===== src/shared/blc_pkg.sv =====
// brownout level configuration bank: offsets, fields, resets, time tables
// assumes a 200 MHz system clock and a 32-bit AXI4-Lite register bus
package blc_pkg;

	// ------------------------------------------------------------
	// clock and timebase
	// ------------------------------------------------------------
	localparam int CLK_MHZ = 200;
	localparam int TICK_NS = 500;
	localparam int TICK_CYCLES_DEF = (TICK_NS * CLK_MHZ + 999) / 1000;
	localparam int TW = 23;

	// ------------------------------------------------------------
	// register indices; byte address is four times the index
	// ------------------------------------------------------------
	localparam int ADDR_W = 8;
	localparam logic [5:0] IDX_T3_ATK_RLS = 6'h20;
	localparam logic [5:0] IDX_T3_RATE_ATTN = 6'h21;
	localparam logic [5:0] IDX_T3_THRESHOLD = 6'h22;
	localparam logic [5:0] IDX_T3_HOLD_STATE = 6'h23;
	localparam logic [5:0] IDX_T2_DWELL_STEP = 6'h24;
	localparam logic [5:0] IDX_CONTROL = 6'h30;
	localparam logic [5:0] IDX_IRQ_STATUS = 6'h31;
	localparam logic [5:0] IDX_IRQ_MASK = 6'h32;
	localparam logic [5:0] IDX_ATTEN = 6'h33;

	// ------------------------------------------------------------
	// reset values
	// ------------------------------------------------------------
	localparam logic [7:0] RST_T3_ATK_RLS = 8'h06;
	localparam logic [7:0] RST_T3_RATE_ATTN = 8'h2c;
	localparam logic [7:0] RST_T3_THRESHOLD = 8'h4c;
	localparam logic [7:0] RST_T3_HOLD_DIS = 8'h20;
	localparam logic [7:0] RST_T2_DWELL_STEP = 8'h02;
	localparam logic [6:0] RST_CAP = 7'h32;

	// ------------------------------------------------------------
	// field positions
	// ------------------------------------------------------------
	localparam int F_HI3_LSB = 5;
	localparam int F_STEP_LSB = 1;
	localparam int F_DIS3 = 4;
	localparam int F_CTL_SRC = 0;
	localparam int F_CTL_FREEZE = 1;
	localparam int F_CTL_HCLR = 2;
	localparam int F_CTL_CAP_LSB = 8;
	localparam logic [6:0] CAP_OFF_MIN = 7'h2f;
	localparam logic [2:0] HOLD_INFINITE = 3'h7;
	localparam int IRQ_W = 3;
	localparam int IRQ_ATTACK = 0;
	localparam int IRQ_HOLD = 1;
	localparam int IRQ_IDLE = 2;

	// ------------------------------------------------------------
	// time tables in their printed units
	// ------------------------------------------------------------
	localparam int ATK_RATE_US_X10 [8] = '{25, 50, 100, 250, 500, 1000,
		2500, 5000};
	localparam int RLS_RATE_MS [8] = '{5, 10, 25, 50, 100, 250, 500, 1000};
	localparam int HOLD_MS [8] = '{0, 10, 100, 250, 500, 1000, 2000, 0};
	localparam int DWELL_US [8] = '{0, 100, 250, 500, 1000, 2000, 4000,
		8000};
	// gain step sizes in 1/16 dB units, nearest value
	localparam int STEP_Q4 [16] = '{1, 8, 14, 21, 27, 33, 40, 46, 52, 59,
		65, 71, 78, 84, 90, 96};

	// ------------------------------------------------------------
	// engine state and readback codes
	// ------------------------------------------------------------
	typedef enum logic [1:0] {
		ST_IDLE = 2'b00,
		ST_ATTACK = 2'b01,
		ST_HOLD = 2'b10,
		ST_RELEASE = 2'b11
	} blc_state_t;
	localparam logic [3:0] CODE_IDLE = 4'h0;
	localparam logic [3:0] CODE_ATTACK3 = 4'h1;
	localparam logic [3:0] CODE_HOLD3 = 4'h5;
	localparam logic [3:0] CODE_RELEASE3 = 4'h9;

endpackage


===== src/rtl/blc_bank.sv =====
// brownout guard upper-tier register bank with tier-3 gain engine
// assumes supply codes and the tier-2 compare come from same-clock logic
//
// Design decision made here: the AXI4-Lite slave port.
`timescale 1ns/100ps

// What this block does
// - tier3 attack rate, bits 7-5, 2.5-500 us
// - tier3 release step, bits 4-1, reset 3
// - tier3 release rate 5-1000 ms, reset 1
// - tier3 max attenuation 0 to -31 dB
// - tier3 threshold code, meaning follows source select
// - tier3 hold time; code 7 holds until clear
// - tier3 disable bit stops threshold triggering
// - read-only state code of engine
// - tier2 dwell time 0-8000 us, reset 0
// - tier2 attack step size, reset 1
// - hold clear bit clears itself
// - combined attenuation cap, 2f-7f disables
module blc_bank import blc_pkg::*; #(
	parameter int TICK_CYCLES = TICK_CYCLES_DEF
) (
	input wire logic aclk,
	input wire logic aresetn,
	input wire logic [ADDR_W-1:0] s_axi_awaddr,
	input wire logic s_axi_awvalid,
	output logic s_axi_awready,
	input wire logic [31:0] s_axi_wdata,
	input wire logic [3:0] s_axi_wstrb,
	input wire logic s_axi_wvalid,
	output logic s_axi_wready,
	output logic [1:0] s_axi_bresp,
	output logic s_axi_bvalid,
	input wire logic s_axi_bready,
	input wire logic [ADDR_W-1:0] s_axi_araddr,
	input wire logic s_axi_arvalid,
	output logic s_axi_arready,
	output logic [31:0] s_axi_rdata,
	output logic [1:0] s_axi_rresp,
	output logic s_axi_rvalid,
	input wire logic s_axi_rready,
	input wire logic [7:0] battery_supply_code,
	input wire logic [7:0] output_stage_supply_code,
	input wire logic tier2_supply_below,
	output logic [9:0] attenuation_q4,
	output logic supply_source_select,
	output logic tier2_attack_enable,
	output logic [3:0] tier2_attack_step,
	output logic irq
);
	// ------------------------------------------------------------
	// declarations
	// ------------------------------------------------------------
	logic [7:0] t3_atk_rls, t3_rate_attn, t3_threshold, t2_dwell_step;
	logic [2:0] tier3_hold_time;
	logic tier3_disable, state_readback_freeze, hold_clear;
	logic [6:0] combined_attenuation_cap;
	logic [3:0] guard_state_code;
	logic [IRQ_W-1:0] irq_status, irq_mask, irq_events;
	logic aw_held, w_held;
	logic [5:0] aw_idx;
	logic [31:0] w_data;
	logic [3:0] w_strb;
	logic wr_fire, wr_hit, rd_hit;
	logic [31:0] rd_word;
	logic [$clog2(TICK_CYCLES+1)-1:0] tick_cnt;
	logic tick;
	blc_state_t state, next_state;
	logic [9:0] next_att, att_limit, step_attack, step_release;
	logic [10:0] att_sum;
	logic rate_start, hold_start, hold_stop, rate_exp, hold_exp;
	logic [TW-1:0] rate_load, hold_load, dwell_load;
	logic below, dwell_start, dwell_exp, t2_below_q;

	// ------------------------------------------------------------
	// table lookups, converted to 0.5 us ticks
	// ------------------------------------------------------------
	function automatic logic [TW-1:0] atk_ticks(input logic [2:0] c);
		return TW'(ATK_RATE_US_X10[c] / 5);
	endfunction
	function automatic logic [TW-1:0] ms_ticks(input int ms);
		return TW'(ms * 2000);
	endfunction

	// ------------------------------------------------------------
	// AXI4-Lite write channel; address and data taken in any order
	// ------------------------------------------------------------
	assign wr_fire = aw_held && w_held && !s_axi_bvalid;
	always_ff @(posedge aclk) begin
		if (!aresetn) begin
			aw_held <= 1'b0;
			w_held <= 1'b0;
			aw_idx <= '0;
			w_data <= '0;
			w_strb <= '0;
			s_axi_awready <= 1'b1;
			s_axi_wready <= 1'b1;
			s_axi_bvalid <= 1'b0;
			s_axi_bresp <= 2'b00;
		end else begin
			if (s_axi_awvalid && s_axi_awready) begin
				aw_held <= 1'b1;
				aw_idx <= s_axi_awaddr[ADDR_W-1:2];
				s_axi_awready <= 1'b0;
			end
			if (s_axi_wvalid && s_axi_wready) begin
				w_held <= 1'b1;
				w_data <= s_axi_wdata;
				w_strb <= s_axi_wstrb;
				s_axi_wready <= 1'b0;
			end
			if (wr_fire) begin
				s_axi_bvalid <= 1'b1;
				s_axi_bresp <= wr_hit ? 2'b00 : 2'b10;
			end
			if (s_axi_bvalid && s_axi_bready) begin
				s_axi_bvalid <= 1'b0;
				aw_held <= 1'b0;
				w_held <= 1'b0;
				s_axi_awready <= 1'b1;
				s_axi_wready <= 1'b1;
			end
		end
	end

	// decode of mapped words; unmapped answers with a slave error
	always_comb begin
		unique case (aw_idx)
			IDX_T3_ATK_RLS, IDX_T3_RATE_ATTN, IDX_T3_THRESHOLD,
			IDX_T3_HOLD_STATE, IDX_T2_DWELL_STEP, IDX_CONTROL,
			IDX_IRQ_STATUS, IDX_IRQ_MASK, IDX_ATTEN: wr_hit = 1'b1;
			default: wr_hit = 1'b0;
		endcase
	end

	// ------------------------------------------------------------
	// configuration registers; byte lane 0 carries the fields, byte lane 1 the cap
	// ------------------------------------------------------------
	always_ff @(posedge aclk) begin
		if (!aresetn) begin
			t3_atk_rls <= RST_T3_ATK_RLS;
			t3_rate_attn <= RST_T3_RATE_ATTN;
			t3_threshold <= RST_T3_THRESHOLD;
			tier3_hold_time <= RST_T3_HOLD_DIS[7:5];
			tier3_disable <= RST_T3_HOLD_DIS[F_DIS3];
			t2_dwell_step <= RST_T2_DWELL_STEP;
			supply_source_select <= 1'b0;
			state_readback_freeze <= 1'b0;
			irq_mask <= '0;
		end else if (wr_fire && w_strb[0]) begin
			unique case (aw_idx)
				IDX_T3_ATK_RLS: t3_atk_rls <= {w_data[7:1], 1'b0};
				IDX_T3_RATE_ATTN: t3_rate_attn <= w_data[7:0];
				IDX_T3_THRESHOLD: t3_threshold <= w_data[7:0];
				IDX_T3_HOLD_STATE: begin
					tier3_hold_time <= w_data[7:5];
					tier3_disable <= w_data[F_DIS3];
				end
				IDX_T2_DWELL_STEP: t2_dwell_step <= {w_data[7:1], 1'b0};
				IDX_CONTROL: begin
					supply_source_select <= w_data[F_CTL_SRC];
					state_readback_freeze <= w_data[F_CTL_FREEZE];
				end
				IDX_IRQ_MASK: irq_mask <= w_data[IRQ_W-1:0];
				default: ;
			endcase
		end
	end

	// cap sits in byte lane 1 of the control word
	always_ff @(posedge aclk) begin
		if (!aresetn) begin
			combined_attenuation_cap <= RST_CAP;
		end else if (wr_fire && w_strb[1] && aw_idx == IDX_CONTROL) begin
			combined_attenuation_cap <= w_data[F_CTL_CAP_LSB +: 7];
		end
	end

	// one-cycle pulse; reads back as zero
	always_ff @(posedge aclk) begin
		if (!aresetn) begin
			hold_clear <= 1'b0;
		end else begin
			hold_clear <= wr_fire && w_strb[0] && aw_idx == IDX_CONTROL
				&& w_data[F_CTL_HCLR];
		end
	end
	assign tier2_attack_step = t2_dwell_step[F_STEP_LSB +: 4];

	// ------------------------------------------------------------
	// interrupt status, write one to clear, new events win
	// ------------------------------------------------------------
	always_ff @(posedge aclk) begin
		if (!aresetn) begin
			irq_status <= '0;
			irq <= 1'b0;
		end else begin
			if (wr_fire && w_strb[0] && aw_idx == IDX_IRQ_STATUS) begin
				irq_status <= (irq_status & ~w_data[IRQ_W-1:0]) | irq_events;
			end else begin
				irq_status <= irq_status | irq_events;
			end
			irq <= |(irq_status & irq_mask);
		end
	end

	// ------------------------------------------------------------
	// AXI4-Lite read channel
	// ------------------------------------------------------------
	always_comb begin
		rd_word = '0;
		rd_hit = 1'b1;
		unique case (s_axi_araddr[ADDR_W-1:2])
			IDX_T3_ATK_RLS: rd_word[7:0] = t3_atk_rls;
			IDX_T3_RATE_ATTN: rd_word[7:0] = t3_rate_attn;
			IDX_T3_THRESHOLD: rd_word[7:0] = t3_threshold;
			IDX_T3_HOLD_STATE: rd_word[7:0] = {tier3_hold_time,
				tier3_disable, guard_state_code};
			IDX_T2_DWELL_STEP: rd_word[7:0] = t2_dwell_step;
			IDX_CONTROL: rd_word[14:0] = {combined_attenuation_cap, 6'h00,
				state_readback_freeze, supply_source_select};
			IDX_IRQ_STATUS: rd_word[IRQ_W-1:0] = irq_status;
			IDX_IRQ_MASK: rd_word[IRQ_W-1:0] = irq_mask;
			IDX_ATTEN: rd_word[9:0] = attenuation_q4;
			default: rd_hit = 1'b0;
		endcase
	end

	always_ff @(posedge aclk) begin
		if (!aresetn) begin
			s_axi_arready <= 1'b1;
			s_axi_rvalid <= 1'b0;
			s_axi_rdata <= '0;
			s_axi_rresp <= 2'b00;
		end else if (s_axi_arvalid && s_axi_arready) begin
			s_axi_arready <= 1'b0;
			s_axi_rvalid <= 1'b1;
			s_axi_rdata <= rd_word;
			s_axi_rresp <= rd_hit ? 2'b00 : 2'b10;
		end else if (s_axi_rvalid && s_axi_rready) begin
			s_axi_rvalid <= 1'b0;
			s_axi_arready <= 1'b1;
		end
	end

	// ------------------------------------------------------------
	// 0.5 us timebase; shortening TICK_CYCLES speeds all timers
	// ------------------------------------------------------------
	always_ff @(posedge aclk) begin
		if (!aresetn) begin
			tick_cnt <= '0;
			tick <= 1'b0;
		end else if (tick_cnt == '0) begin
			tick_cnt <= ($bits(tick_cnt))'(TICK_CYCLES - 1);
			tick <= 1'b1;
		end else begin
			tick_cnt <= tick_cnt - 1'b1;
			tick <= 1'b0;
		end
	end

	// ------------------------------------------------------------
	// tier-3 engine
	// ------------------------------------------------------------
	// threshold compares in the scale of the selected supply
	assign below = !tier3_disable && ((supply_source_select ?
		output_stage_supply_code : battery_supply_code) < t3_threshold);
	assign step_attack = 10'(STEP_Q4[tier2_attack_step]);
	assign step_release = 10'(STEP_Q4[t3_atk_rls[F_STEP_LSB +: 4]]);
	assign hold_load = ms_ticks(HOLD_MS[tier3_hold_time]);

	// the smaller of tier maximum and the device-wide cap
	always_comb begin
		att_limit = {1'b0, t3_rate_attn[4:0], 4'h0};
		if (combined_attenuation_cap < CAP_OFF_MIN
				&& {combined_attenuation_cap, 4'h0} < {1'b0, att_limit}) begin
			att_limit = {combined_attenuation_cap[5:0], 4'h0};
		end
	end

	always_comb begin
		next_state = state;
		next_att = attenuation_q4;
		rate_start = 1'b0;
		rate_load = atk_ticks(t3_atk_rls[7:5]);
		hold_start = 1'b0;
		hold_stop = 1'b0;
		att_sum = 11'({1'b0, attenuation_q4} + {1'b0, step_attack});
		unique case (state)
			ST_IDLE: if (below) begin
				next_state = ST_ATTACK;
				rate_start = 1'b1;
			end
			ST_ATTACK: if (!below || attenuation_q4 >= att_limit) begin
				next_state = ST_HOLD;
				hold_start = 1'b1;
			end else if (rate_exp) begin
				rate_start = 1'b1;
				next_att = (att_sum >= {1'b0, att_limit}) ? att_limit :
					att_sum[9:0];
			end
			ST_HOLD: if (below && attenuation_q4 < att_limit) begin
				next_state = ST_ATTACK;
				rate_start = 1'b1;
				hold_stop = 1'b1;
			end else if (below) begin
				hold_start = 1'b1; // hold counts from recovery
			end else if (tier3_hold_time == HOLD_INFINITE ? hold_clear
					: hold_exp) begin
				next_state = ST_RELEASE;
				hold_stop = 1'b1;
				rate_start = 1'b1;
				rate_load = ms_ticks(RLS_RATE_MS[t3_rate_attn[7:5]]);
			end
			ST_RELEASE: if (below) begin
				next_state = ST_ATTACK;
				rate_start = 1'b1;
			end else if (attenuation_q4 == '0) begin
				next_state = ST_IDLE;
			end else if (rate_exp) begin
				rate_start = 1'b1;
				rate_load = ms_ticks(RLS_RATE_MS[t3_rate_attn[7:5]]);
				next_att = (attenuation_q4 > step_release) ?
					attenuation_q4 - step_release : '0;
			end
		endcase
		// a lowered limit takes effect at once
		if (next_att > att_limit) begin
			next_att = att_limit;
		end
	end

	always_ff @(posedge aclk) begin
		if (!aresetn) begin
			state <= ST_IDLE;
			attenuation_q4 <= '0;
		end else begin
			state <= next_state;
			attenuation_q4 <= next_att;
		end
	end

	assign irq_events[IRQ_ATTACK] = next_state == ST_ATTACK
		&& state != ST_ATTACK;
	assign irq_events[IRQ_HOLD] = next_state == ST_HOLD && state != ST_HOLD;
	assign irq_events[IRQ_IDLE] = next_state == ST_IDLE
		&& state == ST_RELEASE;

	// readback code stands still while software has it frozen
	always_ff @(posedge aclk) begin
		if (!aresetn) begin
			guard_state_code <= CODE_IDLE;
		end else if (!state_readback_freeze) begin
			unique case (state)
				ST_IDLE: guard_state_code <= CODE_IDLE;
				ST_ATTACK: guard_state_code <= CODE_ATTACK3;
				ST_HOLD: guard_state_code <= CODE_HOLD3;
				ST_RELEASE: guard_state_code <= CODE_RELEASE3;
			endcase
		end
	end

	blc_interval_timer #(.W(TW)) u_rate_timer (
		.aclk(aclk),
		.aresetn(aresetn),
		.start(rate_start),
		.stop(1'b0),
		.load(rate_load),
		.tick(tick),
		.expired(rate_exp)
	);

	blc_interval_timer #(.W(TW)) u_hold_timer (
		.aclk(aclk),
		.aresetn(aresetn),
		.start(hold_start),
		.stop(hold_stop),
		.load(hold_load),
		.tick(tick),
		.expired(hold_exp)
	);

	// ------------------------------------------------------------
	// tier-2 dwell qualifier
	// ------------------------------------------------------------
	assign dwell_load = TW'(DWELL_US[t2_dwell_step[7:5]] * 2);
	assign dwell_start = tier2_supply_below && !t2_below_q;

	blc_interval_timer #(.W(TW)) u_dwell_timer (
		.aclk(aclk),
		.aresetn(aresetn),
		.start(dwell_start),
		.stop(!tier2_supply_below),
		.load(dwell_load),
		.tick(tick),
		.expired(dwell_exp)
	);

	always_ff @(posedge aclk) begin
		if (!aresetn) begin
			t2_below_q <= 1'b0;
			tier2_attack_enable <= 1'b0;
		end else begin
			t2_below_q <= tier2_supply_below;
			tier2_attack_enable <= tier2_supply_below && dwell_exp;
		end
	end
endmodule // blc_bank


===== src/rtl/blc_interval_timer.sv =====
// countdown timer stepped by a shared timebase tick
// assumes start and tick come from logic on the same clock
`timescale 1ns/100ps
module blc_interval_timer #(
	parameter int W = 23
) (
	input wire logic aclk,
	input wire logic aresetn,
	input wire logic start,
	input wire logic stop,
	input wire logic [W-1:0] load,
	input wire logic tick,
	output logic expired
);
	logic [W-1:0] count;
	logic running;

	// load wins over tick so a restart always begins a full interval
	always_ff @(posedge aclk) begin
		if (!aresetn) begin
			count <= '0;
			running <= 1'b0;
		end else if (start) begin
			count <= load;
			running <= 1'b1;
		end else if (stop) begin
			running <= 1'b0;
		end else if (running && tick && count != '0) begin
			count <= count - 1'b1;
		end
	end

	assign expired = running && (count == '0);
endmodule // blc_interval_timer


===== config.mk =====
export PLATFORM = sky130hd
export DESIGN_NAME = blc_bank
export DESIGN_NICKNAME = d
export VERILOG_FILES = /design/src/shared/blc_pkg.sv /design/src/rtl/blc_bank.sv /design/src/rtl/blc_interval_timer.sv
export SDC_FILE = /design/constraint.sdc
export NUM_CORES = 1
export LEC_CHECK = 0
export CAP_MARGIN = 20
export CELL_PAD_IN_SITES_DETAIL_PLACEMENT = 1
export CELL_PAD_IN_SITES_GLOBAL_PLACEMENT = 2
export CORE_MARGIN = 2
export CORE_UTILIZATION = 42
export DETAILED_ROUTE_END_ITERATION = 12
export DONT_BUFFER_PORTS = 1
export MAX_ROUTING_LAYER = met4
export PLACE_DENSITY = 0.82
export SYNTH_ARGS = -nofsm -noshare
export SYNTH_HDL_FRONTEND = slang
export SYNTH_SLANG_ARGS = --single-unit

===== constraint.sdc =====
create_clock -name aclk -period 12.6 [get_ports aclk]
set_input_delay 2.52 -clock aclk [delete_from_list [all_inputs] [get_ports aclk]]
set_output_delay 2.52 -clock aclk [all_outputs]
set_load 0.02 [all_outputs]

==> run summary, run 1 <==
The flow ran to the end, and the final reports show no timing, DRC or antenna violations. After the first detailed-routing iteration, the DRC count stood at 804. The HPWL after detailed placement came out at 42500 um.

The number of post-CTS setup repair buffers is 0. Grouping stages by cell kind, the critical path spends the most delay in simple AND/OR/NAND/NOR gates. The number of antenna-violating nets in the routed design is 0.

The clock tree from TritonCTS is done. The final count of hold timing violations is 0. Among all stages on the critical path, the largest delay is contributed by o22ai_1. The count of synthesis-stage warnings from yosys is 0. For this run, the register share of the synthesized area comes to 22.2%. The number of cells upsized or downsized after cts came out at 0. The hold buffer count at CTS is 0. The fmax came out at roughly 0.12 GHz. Routability-driven placement finished with a final weighted congestion of 0.916. In this design, the stage delay of the slowest critical-path cell is 0.88 ns. The combined flip-flop and latch cell area came out at 3900 um2.

The measured slew at the worst slew-check pin is 1.11 ns. The floorplan has 74 rows. The number of enable flip-flop cells after synthesis is 0. The cell count after synthesis came out at 2211. Using the TritonRoute via totals, the vias-per-cell ratio works out to roughly 5.9. The mean post-synth cell area is 7.94 um2. The total of fill cells in the finished design came out at slightly above 5000. The effective utilization at floorplan is a little over two fifths. The die is ~210 um tall. The summed negative setup slack over all endpoints came out at 0 ns. The arrival time at the worst endpoint is between 8 and 9 ns. The synthesized netlist occupies a cell area of 17500 um2.

For this run, the post-layout net count is 2429. The number of levels in the clock H-tree came out at 4. For this run, the total global-route usage over all layers was measured as 25.9%. Setup violations remaining at the end of the flow were counted as 0.

The post-route total power came out at around 1.4 mW. The prevailing post-synth register cell is dfxtp_1. Between clock sinks in the finished design, the worst skew comes to 0.0153 ns. The fraction of layout instances using a drive strength above 1 is 5.67%. The antenna diode instance count is 0. The clock-pin slew on the worst setup and hold paths came out at around 0.08 ns. The required time of the critical path is between 10 and 15 ns. Across the VDD grid, the largest voltage drop is 0.0000837 V. The leakage power summed over all cells is approximately 8.4 nW. The multi-input combinational cell area is 12500 um2. The tightest min-delay check is of the flop to flop type.

The worst setup path is captured at a flop. The top cell types in the final layout, fill and taps aside, are nor2_1 (220), nand2_1 (205), dfxtp_1 (195), ha_1 (179), a21oi_1 (152). The headroom to the max-slew limit is 26.1%. In this run the worst path has a maximum fanout of 18.

The clock insertion delay at the later pin of the skew report is 0.47 ns. Dividing total power by cell area gives a power density of 76.8 nW/um2. The clock net in this run drives a total of 195 sinks. The number of port buffers came out at 0. Leaving out fill and tap cells, the most frequent cell in the layout is nor2_1. The wire length of the first global-routing pass is 88000 um. For this design the top-level I/O count stands at roughly 130.

The number of CTS-inserted buffers is 17. The count of different cell masters after synthesis came out at 110. The initial antenna violation count came to 0. The tool flagged a number of max-cap violations equal to 0. The first detailed-routing pass ran for 5 iterations.

Dividing the final minimum period by the clock period gives approximately two thirds. The via count of the first global-routing pass came out at 16000. The final routed DRC violation total came out at 0.

The average wire per cell in the routed design came out at between 20 and 25 um. The die footprint came out at 43400 um2. The cell sitting at the root of the clock tree is a clkbuf_16. The flip-flop and latch count after synthesis is 195. The time the final worst path needs with I/O delays and setup came out at 8.19 ns.

The longest clock path from root to sink contains 2 buffers. The worst setup path is launched from a flop. The critical path goes through ha_1 -> nand4b_4 -> ha_1 -> nand2b_1 -> and3_1 -> a2111oi_4 -> o22ai_1 -> o2111ai_2 -> o311ai_4 -> o22a_1 -> nand2_1 -> a22oi_1 -> nand4_1 -> mux2_2 -> nand3_2 -> a32o_1 -> nand2b_1 -> or4_4 -> or4b_1 -> o31ai_1 -> a221oi_1.

The critical path class is flop to flop. The final hold slack is 0.459 ns. Of all flip-flops after synthesis, the portion carrying an async set or reset was 0%. The largest net degree at the start of global routing is 87.

The number of buffers and inverters on the critical path came out at 0. The aggregate global routing overflow is 0. Setup repair after global routing left no endpoint under its margin. Summing over every cut layer, the via total after detailed routing is 15800. Compared with the post-synthesis result, the final layout area differs by 4.56%. The die is 208 um wide.

The final-report max-slew violation count is 0. The floorplan core area is 41000 um2. The total wire length is 54700 um.
==> per-stage QoR <==
step                      cells  setup WS (ns)  utilization, %  instance area (um2)
final                      2683           4.41            44.7                18300
after detailed placement   2650           4.52            43.3                17800
after CTS                  2682           4.48            44.7                18300
after global routing       2683           3.71            44.7                18300
after floorplan            2231           5.55               -                17600
after global placement     2650           4.65            43.3                17800
==> area by class of cell <==
class / count / share of cell area (%)
inverter: 153 / 3.14
multi-input combinational: 1760 / 68.4
tap: 532 / 3.63
clock buffer: 19 / 2.47
timing repair buffer: 11 / 0.450
clock inverter: 13 / 0.682
sequential: 195 / 21.3
==> worst reg2reg max path: stages, from the launching register on <==
cell and delay, ns:
dfxtp_1 0.74, ha_1 0.67, nand4b_4 0.26, ha_1 0.42, nand2b_1 0.20, and3_1 0.32
a2111oi_4 0.08, o22ai_1 0.88, o2111ai_2 0.28, o311ai_4 0.19, o22a_1 0.46, nand2_1 0.22
a22oi_1 0.42, nand4_1 0.33, mux2_2 0.38, nand3_2 0.27, a32o_1 0.36, nand2b_1 0.23
or4_4 0.54, or4b_1 0.55, o31ai_1 0.11, a221oi_1 0.12
==> power breakdown <==
part	switching [mW]	internal (mW)
Clock	0.270	0.287
Combinational	0.107	0.0630
Sequential	0.0378	0.645
==> kinds of logic after synthesis <==
logic type               Yosys count  synth area share, %
AO/OA/AOI/OAI                    577                 22.3
multiplexers                      94                 5.84
buffers and inverters            276                 6.71
XOR/XNOR                         104                 5.23
flip-flops                       195                 22.2
other                              2               0.0428
adder cells (fa/ha/maj)          215                 16.9
AND/OR/NAND/NOR                  748                 20.8
==> final timing paths <==
| check | cells past startpoint | slack (ns) | end | startpoint |
|---|---|---|---|---|
| max | 21 | 4.41 | u_rate_timer.count[0] | t3_atk_rls[6] |
| min | 2 | 0.46 | w_data[14] | w_data[14] |
| min reg2reg | 2 | 0.46 | w_data[14] | w_data[14] |
| max reg2reg | 21 | 4.41 | u_rate_timer.count[0] | t3_atk_rls[6] |
==> synth_stat cells, types with 12 or more instances <==
cell type,number,area share [%]
o21a_1,24,1.0
or3_1,17,0.61
or2_2,17,0.61
xnor2_1,62,3.1
clkbuf_1,81,1.7
mux2i_1,72,4.1
and2_1,18,0.64
a21o_1,37,1.6
nand2b_1,28,1.0
mux2_2,17,1.1
a22oi_1,20,0.86
buf_4,26,1.1
nand2_1,205,4.4
nor3_1,59,1.7
inv_1,151,3.2
nand3_1,40,1.1
xor2_1,41,2.0
dfxtp_1,195,22
a211oi_1,35,1.5
o21bai_1,12,0.51
a221oi_1,16,0.80
a21oi_1,152,4.3
o21ai_0,111,3.2
a31oi_1,28,1.0
o22ai_1,12,0.43
nor2_1,220,4.7
fa_1,36,4.1
nor2b_1,35,1.2
ha_1,179,13
nor4_1,28,1.0
and3_1,20,0.71
o211ai_1,15,0.64
==> state kept, by name, summed over array words and instances (netlist names), 8 cells and up <==
name	flops
t3_rate_attn	8
t3_threshold	8
attenuation_q4	10
u_hold_timer.count	23
s_axi_rdata	15
u_dwell_timer.count	23
w_data	15
u_rate_timer.count	23
==> layer usage <==
metal	global-route usage, %	routed length [um]	vias to the layer above
met3	4.08	2280	49
met1	34.1	26100	7811
li1	-	-	7696
met2	41.8	25500	268
met5	-	0	-
met4	5.71	813	0
(Power assumes the default switching activity.)
==> run 2: changes to the inputs <==
Settings changed: ABC_AREA from default to 1, CORE_UTILIZATION 42 to 37, PLACE_DENSITY 0.82 to 0.78.
Clock period 12.6 ns to 8.43 ns, I/O delays scaled along.
==> run 2 against run 1 <==
Net effect:
- register-to-register slack got worse by 3.1 ns
- final cell count rose by 21%
- largest cell class unchanged
- utilization fell by 4.9 points
- sequential share of layout area fell by 0.65 points
- highest routed layer unchanged
- largest power group unchanged
- maximum frequency rose by 15%
==> run summary, run 2 <==
The flow ran to the end, and the final reports show no timing, DRC or antenna violations. For this design, the slowest cell found on the critical path is dfxtp_1. The classification of the worst-slack hold path is flop to flop. The simple-gate share of the synthesized area was 27.1% (+6.4 points). The via count of the first global-routing pass was 17500 (+9.8%). The synthesized-area fraction occupied by adder cells was 16.7% (-0.19 points).

The final estimated routing congestion in global placement is 0.864 (-5.7%). The register-to-register setup slack was 1.32 ns (-3.08 ns). The clock insertion delay at the later pin of the skew report came to 0.50 ns (+0.03 ns). The headroom to the max-slew limit is 32.9% (+6.8 points). The count of synthesis-stage warnings from yosys came out at 0 (unchanged).

The switching power share of the total is 38.1% (+8.6 points). The aggregate global-route resource usage was 24.2% (-1.7 points). The time the final worst path needs with I/O delays and setup is 7.11 ns (-1.09 ns). The final count of hold timing violations came out at 0 (unchanged). The commonest cells after synthesis are nand2_1 (478), inv_1 (387), nor2_1 (251), o21ai_0 (203), a21oi_1 (200). The number of rows created at floorplan is 80 (+8.1%). The clock tree from TritonCTS is done.

The vias after detailed routing is 17200 (+8.4%). The complex-gate fraction of the synthesized area came out at 18.8% (-3.5 points). The critical path is of the flop to flop type.

The total internal power is 1.64 mW (+65%). The number of clock sinks came out at 195 (unchanged). The fraction of power consumed by the clock network is 33.6% (-5.9 points).

The largest net degree at the start of global routing came out at 124 (+43%). The root buffer cell chosen for the clock tree is clkbuf_16. The die footprint came to 49700 um2 (+15%). The fmax was 0.141 GHz (+15%). The worst supply voltage drop on vdd came out at 0.000114 V (+37%).

The number of I/O pins is 134 (unchanged). The via count normalized by instance count came out at 5.30 (-10%). The flip-flop and latch count after synthesis came out at 195 (unchanged). The number of antenna-violating nets in the routed design is 0 (unchanged). The sequential share of the synthesized area came to 22.0% (-0.26 points).

The total wire length is 57500 um (+5.1%). The layout-stage area growth over the synthesis result came out at 6.62%. The mux contribution to synthesized area is 0% (-5.8 points).

By area the synthesized netlist is led by dfxtp_1 (22%), ha_1 (13%), nand2_1 (10%). The mean post-synth cell area was 6.74 um2 (-15%). The maximum number of buffers from clock root to sink came out at 2 (unchanged). The net load switching power was 1.01 mW (+140%). The wire length of the first global-routing pass is 93700 um (+6.5%). The leakage power summed over all cells is 9.50 nW (+13%). The post-route total power came out at 2.64 mW (+88%). The total of fill cells in the finished design is 6103 (+21%). The clock-pin slew on the worst setup and hold paths came to 0.09 ns (about the same).

The initial antenna violation count came to 2 (+2). The area fraction of the dominant cell type after synthesis came out at 22.0% (-0.26 points). The xor-xnor portion of the synthesized cell area is 4.24% (-0.99 points). The height of the die came out at 223 um (+7.0%). The horizontal extent of the die is 223 um (+7.0%). The number of port buffers came out at 0 (unchanged). The max-capacitance violation count is 0 (unchanged).

The number of enable flip-flop cells after synthesis is 0 (unchanged). The clock skew after layout is 0.0171 ns (+0.00176 ns). The share of the clock period used by the worst path after layout is 84.3% (+19 points).

The library cell used most frequently in the layout, excluding fill and tap cells, is nand2_1. The combinational share of power came out at 25.8% (+14 points). The worst setup path is captured at a flop.

The number of post-CTS setup repair buffers is 0 (unchanged). The most used standard cell by instance count after synthesis is nand2_1. The synthesized design spends more area on one cell type than any other, namely dfxtp_1. The effective utilization at floorplan was 37.3% (-5.4 points). The number of CTS-inserted buffers came out at 17 (unchanged).

Setup repair after global routing left no endpoint under its margin. The final-stage net count came to 2897 (+19%). The library cells used most frequently in the layout, excluding fill and tap cells, are nand2_1 (478), inv_1 (386), nor2_1 (251), o21ai_0 (203), a21oi_1 (200). The largest driver fanout on the critical path came out at 18 (unchanged). The aggregate global routing overflow was 0 (unchanged). The final routed DRC violation total is 0 (unchanged). The worst setup path is launched from a flop. In the final layout, the registers with the most flip-flops are u_dwell_timer.count (23), u_hold_timer.count (23), u_rate_timer.count (23). The combined area of all synthesized cells is 17800 um2 (+1.2%).

The count of different cell masters after synthesis is 66 (-40%). The count of TritonRoute iterations in the first routing pass came out at 4 (-1). The HPWL after detailed placement is 45600 um (+7.4%).

The DRC marker count from the first detailed-route iteration is 769 (-4.4%). After synthesis, the largest family of logic cells by area is simple AND/OR/NAND/NOR gates. The placed cell area came to 18300 um2 (+2.9%).

The most used cell along the critical path is nand2_1. The power density of the placed cells is 140 nW/um2 (+82%). The number of levels in the clock H-tree came out at 4 (unchanged). The measured slew at the worst slew-check pin is 1.00 ns (-0.104 ns). The synthesized instance count was 2633 (+19%). The fraction of registers with async set or reset after synthesis came out at 0% (unchanged). The fraction of layout instances using a drive strength above 1 came to 5.73% (+0.056 points). The floorplan core area is 47500 um2 (+16%). For this run, the leading register cell type out of synthesis is dfxtp_1. The average wire per cell in the routed design is 17.8 um (-13%).

The number of failing setup endpoints in the final timing report is 0 (unchanged). The proportion of power drawn by flip-flops and latches is 40.5% (-8.0 points). The arrival time at the worst endpoint is 7.50 ns (-0.99 ns). The summed negative setup slack over all endpoints is 0 ns (unchanged). The final-report max-slew violation count is 0 (unchanged). The hold buffer count at CTS came out at 0 (unchanged).

The number of cells upsized or downsized after cts came out at 0 (unchanged). The required time of the critical path was 8.82 ns (-4.07 ns). The critical path's largest stage delay came to 0.47 ns (-0.41 ns). The final design area excluding fillers was 18900 um2 (+3.2%).
[run 2: area by class of cell]
cell class / instances / area [um2] / area share (%)
multi-input combinational: 1965 / 11900 / 63.1
clock buffer: 18 / 439 / 2.32
timing repair buffer: 15 / 116 / 0.615
sequential: 195 / 3900 / 20.6
clock inverter: 14 / 188 / 0.992
inverter: 412 / 1560 / 8.22
tap: 615 / 769 / 4.07
antenna: 2 / 5.00 / 0.0264
[run 2: power groups by stage]
stage / Combinational [mW] / Clock [mW] / Sequential (mW)
6_report: 0.683 / 0.889 / 1.07
5_1_grt: 0.793 / 0.945 / 1.08
4_1_cts: 0.688 / 0.918 / 1.07
3_5_place_dp: 0.683 / 0 / 1.09
3_3_place_gp: 0.668 / 0 / 1.09
2_1_floorplan: 0.540 / 0 / 1.07
[run 2: kinds of logic after synthesis]
family	after synthesis
and+or+nand+nor	1064
AOI/OAI and AO/OA	578
buffers and inverters	493
adders and majority gates	215
DFF	195
xor gates and xnor gates	86
other	2
[run 2: worst max-delay path, delay by kind of cell (launching register included)]
kind                     cells  cell delay, ns
AND/OR/NAND/NOR             32            4.27
adder cells (fa/ha/maj)      3            0.82
flip-flops                   1            0.47
buffers and inverters        8            0.76
AO/OA/AOI/OAI                4            0.67
[run 2: worst paths after layout]
| check | startpoint | end | depth (start not counted) |
|---|---|---|---|
| setup / recovery | t3_atk_rls[5] | u_rate_timer.count[0] | 47 |
| setup reg to reg | t3_atk_rls[5] | u_rate_timer.count[0] | 47 |
| hold / removal | tick_cnt[6] | tick | 1 |
| hold reg to reg | tick_cnt[6] | tick | 1 |
[run 2: routing by layer]
layer | global-route usage [%] | wire length [um] | vias up
met1 | 30.8 | 27200 | 8217
met2 | 39.5 | 27000 | 223
li1 | - | - | 8644
met4 | 7.90 | 1500 | 0
met5 | - | 0 | -
met3 | 3.49 | 1800 | 68
[run 2: per-stage QoR]
stage,cells,hold slack (ns),util [%],worst slack (ns)
2_1_floorplan,2653,0.399,-,2.89
3_3_place_gp,3199,0.413,38.4,1.46
3_5_place_dp,3200,0.430,38.4,1.32
4_1_cts,3232,0.436,39.8,1.27
5_1_grt,3236,0.458,39.8,0.561
6_report,3236,0.425,39.8,1.32
==> run 3: changes to the inputs <==
Settings changed: ABC_AREA 1 to 0, CORE_UTILIZATION 37 to 36, PLACE_DENSITY 0.78 to 0.75.
Clock period 8.43 ns to 6.2 ns, I/O delays scaled along.
==> run 3 against run 2 <==
Net effect:
- worst setup slack worse by 1.2 ns
- clock skew is 0.0047 ns higher
- register-to-register slack worse by 1.2 ns
- worst hold slack better by 0.035 ns
- final area is 10% higher
- combinational power is 48% lower
- largest cell class unchanged
==> run summary, run 3 (synthesized netlist as in run 1, its figures left out) <==
The count of TritonRoute iterations in the first routing pass came out at 5 (+1). The headroom to the max-slew limit is 39.2% (+6.3 points). The proportion of power drawn by flip-flops and latches is 47.5% (+7.0 points).

The average wire per cell in the routed design came to 19.9 um (+12%). The worst supply voltage drop on vdd is 0.000200 V (+75%). The root buffer cell chosen for the clock tree is clkbuf_16. Leaving out fill and tap cells, the most frequent cell in the layout is buf_4.

The required time of the critical path is 6.54 ns (-2.28 ns). The hold buffer count at CTS is 0 (unchanged). The final-report max-slew violation count came out at 0 (unchanged). The number of port buffers was 0 (unchanged).

The critical path is of the flop to flop type. The clock insertion delay at the later pin of the skew report is 0.48 ns (-0.02 ns). The clock-pin slew on the worst setup and hold paths was 0.08 ns (about the same).

The post-layout worst setup margin came out at 0.131 ns (-1.19 ns). The DRC marker count from the first detailed-route iteration is 836 (+8.7%). The combinational share of power is 12.2% (-14 points). The height of the die came to 225 um (+0.78%). The die footprint came out at 50500 um2 (+1.6%).

The number of rows created at floorplan is 80 (unchanged). The largest registers in the layout are u_dwell_timer.count (23), u_hold_timer.count (23), u_rate_timer.count (23). The effective utilization at floorplan is 36.6% (-0.74 points). The setup slack after placement came out at -0.410 ns (-1.73 ns). The final routed DRC violation total came to 0 (unchanged). The number of antenna-violating nets in the routed design was 0 (unchanged). The number of clock sinks is 195 (unchanged). The worst setup path is launched from a flop. The fmax came out at 0.165 GHz (+17%).

The share of the clock period used by the worst path after layout came out at 97.9% (+14 points). The final estimated routing congestion in global placement came out at 0.895 (+3.6%). The final core area utilization is 43.4% (+3.6 points). The final count of hold timing violations came out at 0 (unchanged).

The number of CTS-inserted buffers came to 17 (unchanged). The fraction of layout instances using a drive strength above 1 is 18.2% (+12 points). The switching power share of the total was 31.4% (-6.6 points). The floorplan core area is 47900 um2 (+0.84%). The number of failing setup endpoints in the final timing report is 0 (unchanged).

The max-capacitance violation count is 0 (unchanged). The measured slew at the worst slew-check pin was 0.905 ns (-0.0988 ns). The number of I/O pins is 134 (unchanged). The vias after detailed routing was 16700 (-2.4%). The power density of the placed cells is 140 nW/um2 (+0.16%). The clock skew after layout is 0.0217 ns (+0.00465 ns). The fraction of power consumed by the clock network is 40.3% (+6.7 points). The capturing element type of the critical path is a flop.

The total wire length came out at 59700 um (+3.9%). The arrival time at the worst endpoint is 6.41 ns (-1.09 ns). The aggregate global-route resource usage was 24.1% (-0.12 points).

The total internal power is 2.00 mW (+22%). The HPWL after detailed placement is 46400 um (+1.6%). The net load switching power came out at 916 uW (-9.0%). The initial antenna violation count came out at 5 (+3).

The top cell types in the final layout, fill and taps aside, are buf_4 (227), nor2_1 (216), nand2_1 (200), dfxtp_1 (188), ha_1 (173). The final-stage net count came out at 2653 (-8.4%). The final hold slack came out at 0.460 ns (+0.0349 ns).

Setup repair after global routing could not meet its margin everywhere. The maximum number of buffers from clock root to sink is 2 (unchanged). The largest driver fanout on the critical path is 8 (-10). The number of levels in the clock H-tree was 4 (unchanged). The horizontal extent of the die came out at 225 um (+0.78%). The time the final worst path needs with I/O delays and setup is 6.07 ns (-1.04 ns).

The via count of the first global-routing pass was 17300 (-1.7%). The wire length of the first global-routing pass came out at 94500 um (+0.85%). The aggregate global routing overflow is 0 (unchanged).

TritonCTS built the clock tree. The flow ran to the end, and the final reports show no timing, DRC or antenna violations. In this run the worst hold path is classified as flop to flop. The largest net degree at the start of global routing came out at 99 (-20%). The leakage power summed over all cells is 9.66 nW (+1.7%).

The via count normalized by instance count was 5.59 (+5.4%). The layout-stage area growth over the synthesis result came out at 18.7%.
-- run 3: cell count changes in the layout (fill, tap and decap cells not counted), sizes merged, moves of 35 or more --
cell,previous run,this run
a21oi,203,153
buf,15,234
inv,411,159
mux2i,0,72
nand2,508,206
nand3,148,41
nor2,263,221
nor2b,0,35
o21ai,213,117
xnor2,28,63
-- run 3: final cells by class --
class | count | area [um2]
multi-input combinational | 1760 | 13100
antenna | 5 | 12.5
clock inverter | 15 | 191
clock buffer | 17 | 425
timing repair buffer | 235 | 1820
inverter | 153 | 583
tap | 615 | 769
sequential | 195 | 3920
fill | 5711 | 27100
-- run 3: power by group through the flow --
| stage | sequential (mW) | clock (mW) | combinational (mW) |
|---|---|---|---|
| 2_1_floorplan | 1.39 | 0 | 0.283 |
| 3_3_place_gp | 1.41 | 0 | 0.339 |
| 3_5_place_dp | 1.42 | 0 | 0.352 |
| 4_1_cts | 1.39 | 1.20 | 0.355 |
| 5_1_grt | 1.39 | 1.25 | 0.398 |
| 6_report | 1.38 | 1.18 | 0.354 |
-- run 3: final timing paths --
path | startpoint | to | slack [ns] | cells after the start
worst max-delay path | t3_atk_rls[6] | u_rate_timer.count[0] | 0.13 | 23
worst min-delay path | tick_cnt[0] | tick_cnt[0] | 0.46 | 1
worst min register to register | tick_cnt[0] | tick_cnt[0] | 0.46 | 1
worst max register to register | t3_atk_rls[6] | u_rate_timer.count[0] | 0.13 | 23
-- run 3: repair_timing --
action,CTS,global route
resized for setup,33,95
endpoints found under the setup margin,12,15
buffers inserted,10,40
pin swaps,10,47
-- run 3: critical path, stage by stage (launching register included) --
cell        delay (ns)
dfxtp_4           0.40
buf_12            0.13
clkinvlp_4        0.14
ha_4              0.30
or3b_4            0.40
nor4_4            0.35
o311ai_4          0.17
and3b_1           0.23
a211oi_2          0.18
o2111ai_2         0.19
buf_4             0.19
a211oi_4          0.25
nand2_2           0.15
a31o_1            0.24
or4_4             0.52
buf_4             0.18
a211oi_4          0.27
nor3_1            0.10
a22oi_2           0.20
o22ai_2           0.10
or4_4             0.52
or4b_4            0.55
o31ai_2           0.07
a221oi_1          0.10
-- run 3: metal layers --
layer	vias to the layer above	track usage (%)	part of all wire [%]
met2	230	40.8	49
li1	8131	-	-
met4	0	4.44	1.4
met5	-	-	0
met3	53	3.19	3.3
met1	8319	30.9	46
-- run 3: metrics by stage --
| stage | TNS (ns) | std cells | power (mW) | area (um2) |
|---|---|---|---|---|
| 6_report | 0 | 2995 | 2.91 | 20800 |
| 5_1_grt | -0.210 | 2995 | 3.04 | 20800 |
| 4_1_cts | -0.0448 | 2948 | 2.94 | 20100 |
| 3_5_place_dp | -1.52 | 2906 | 1.77 | 19200 |
| 3_3_place_gp | -0.0694 | 2906 | 1.75 | 19200 |
| 2_1_floorplan | 0 | 2231 | 1.67 | 17700 |
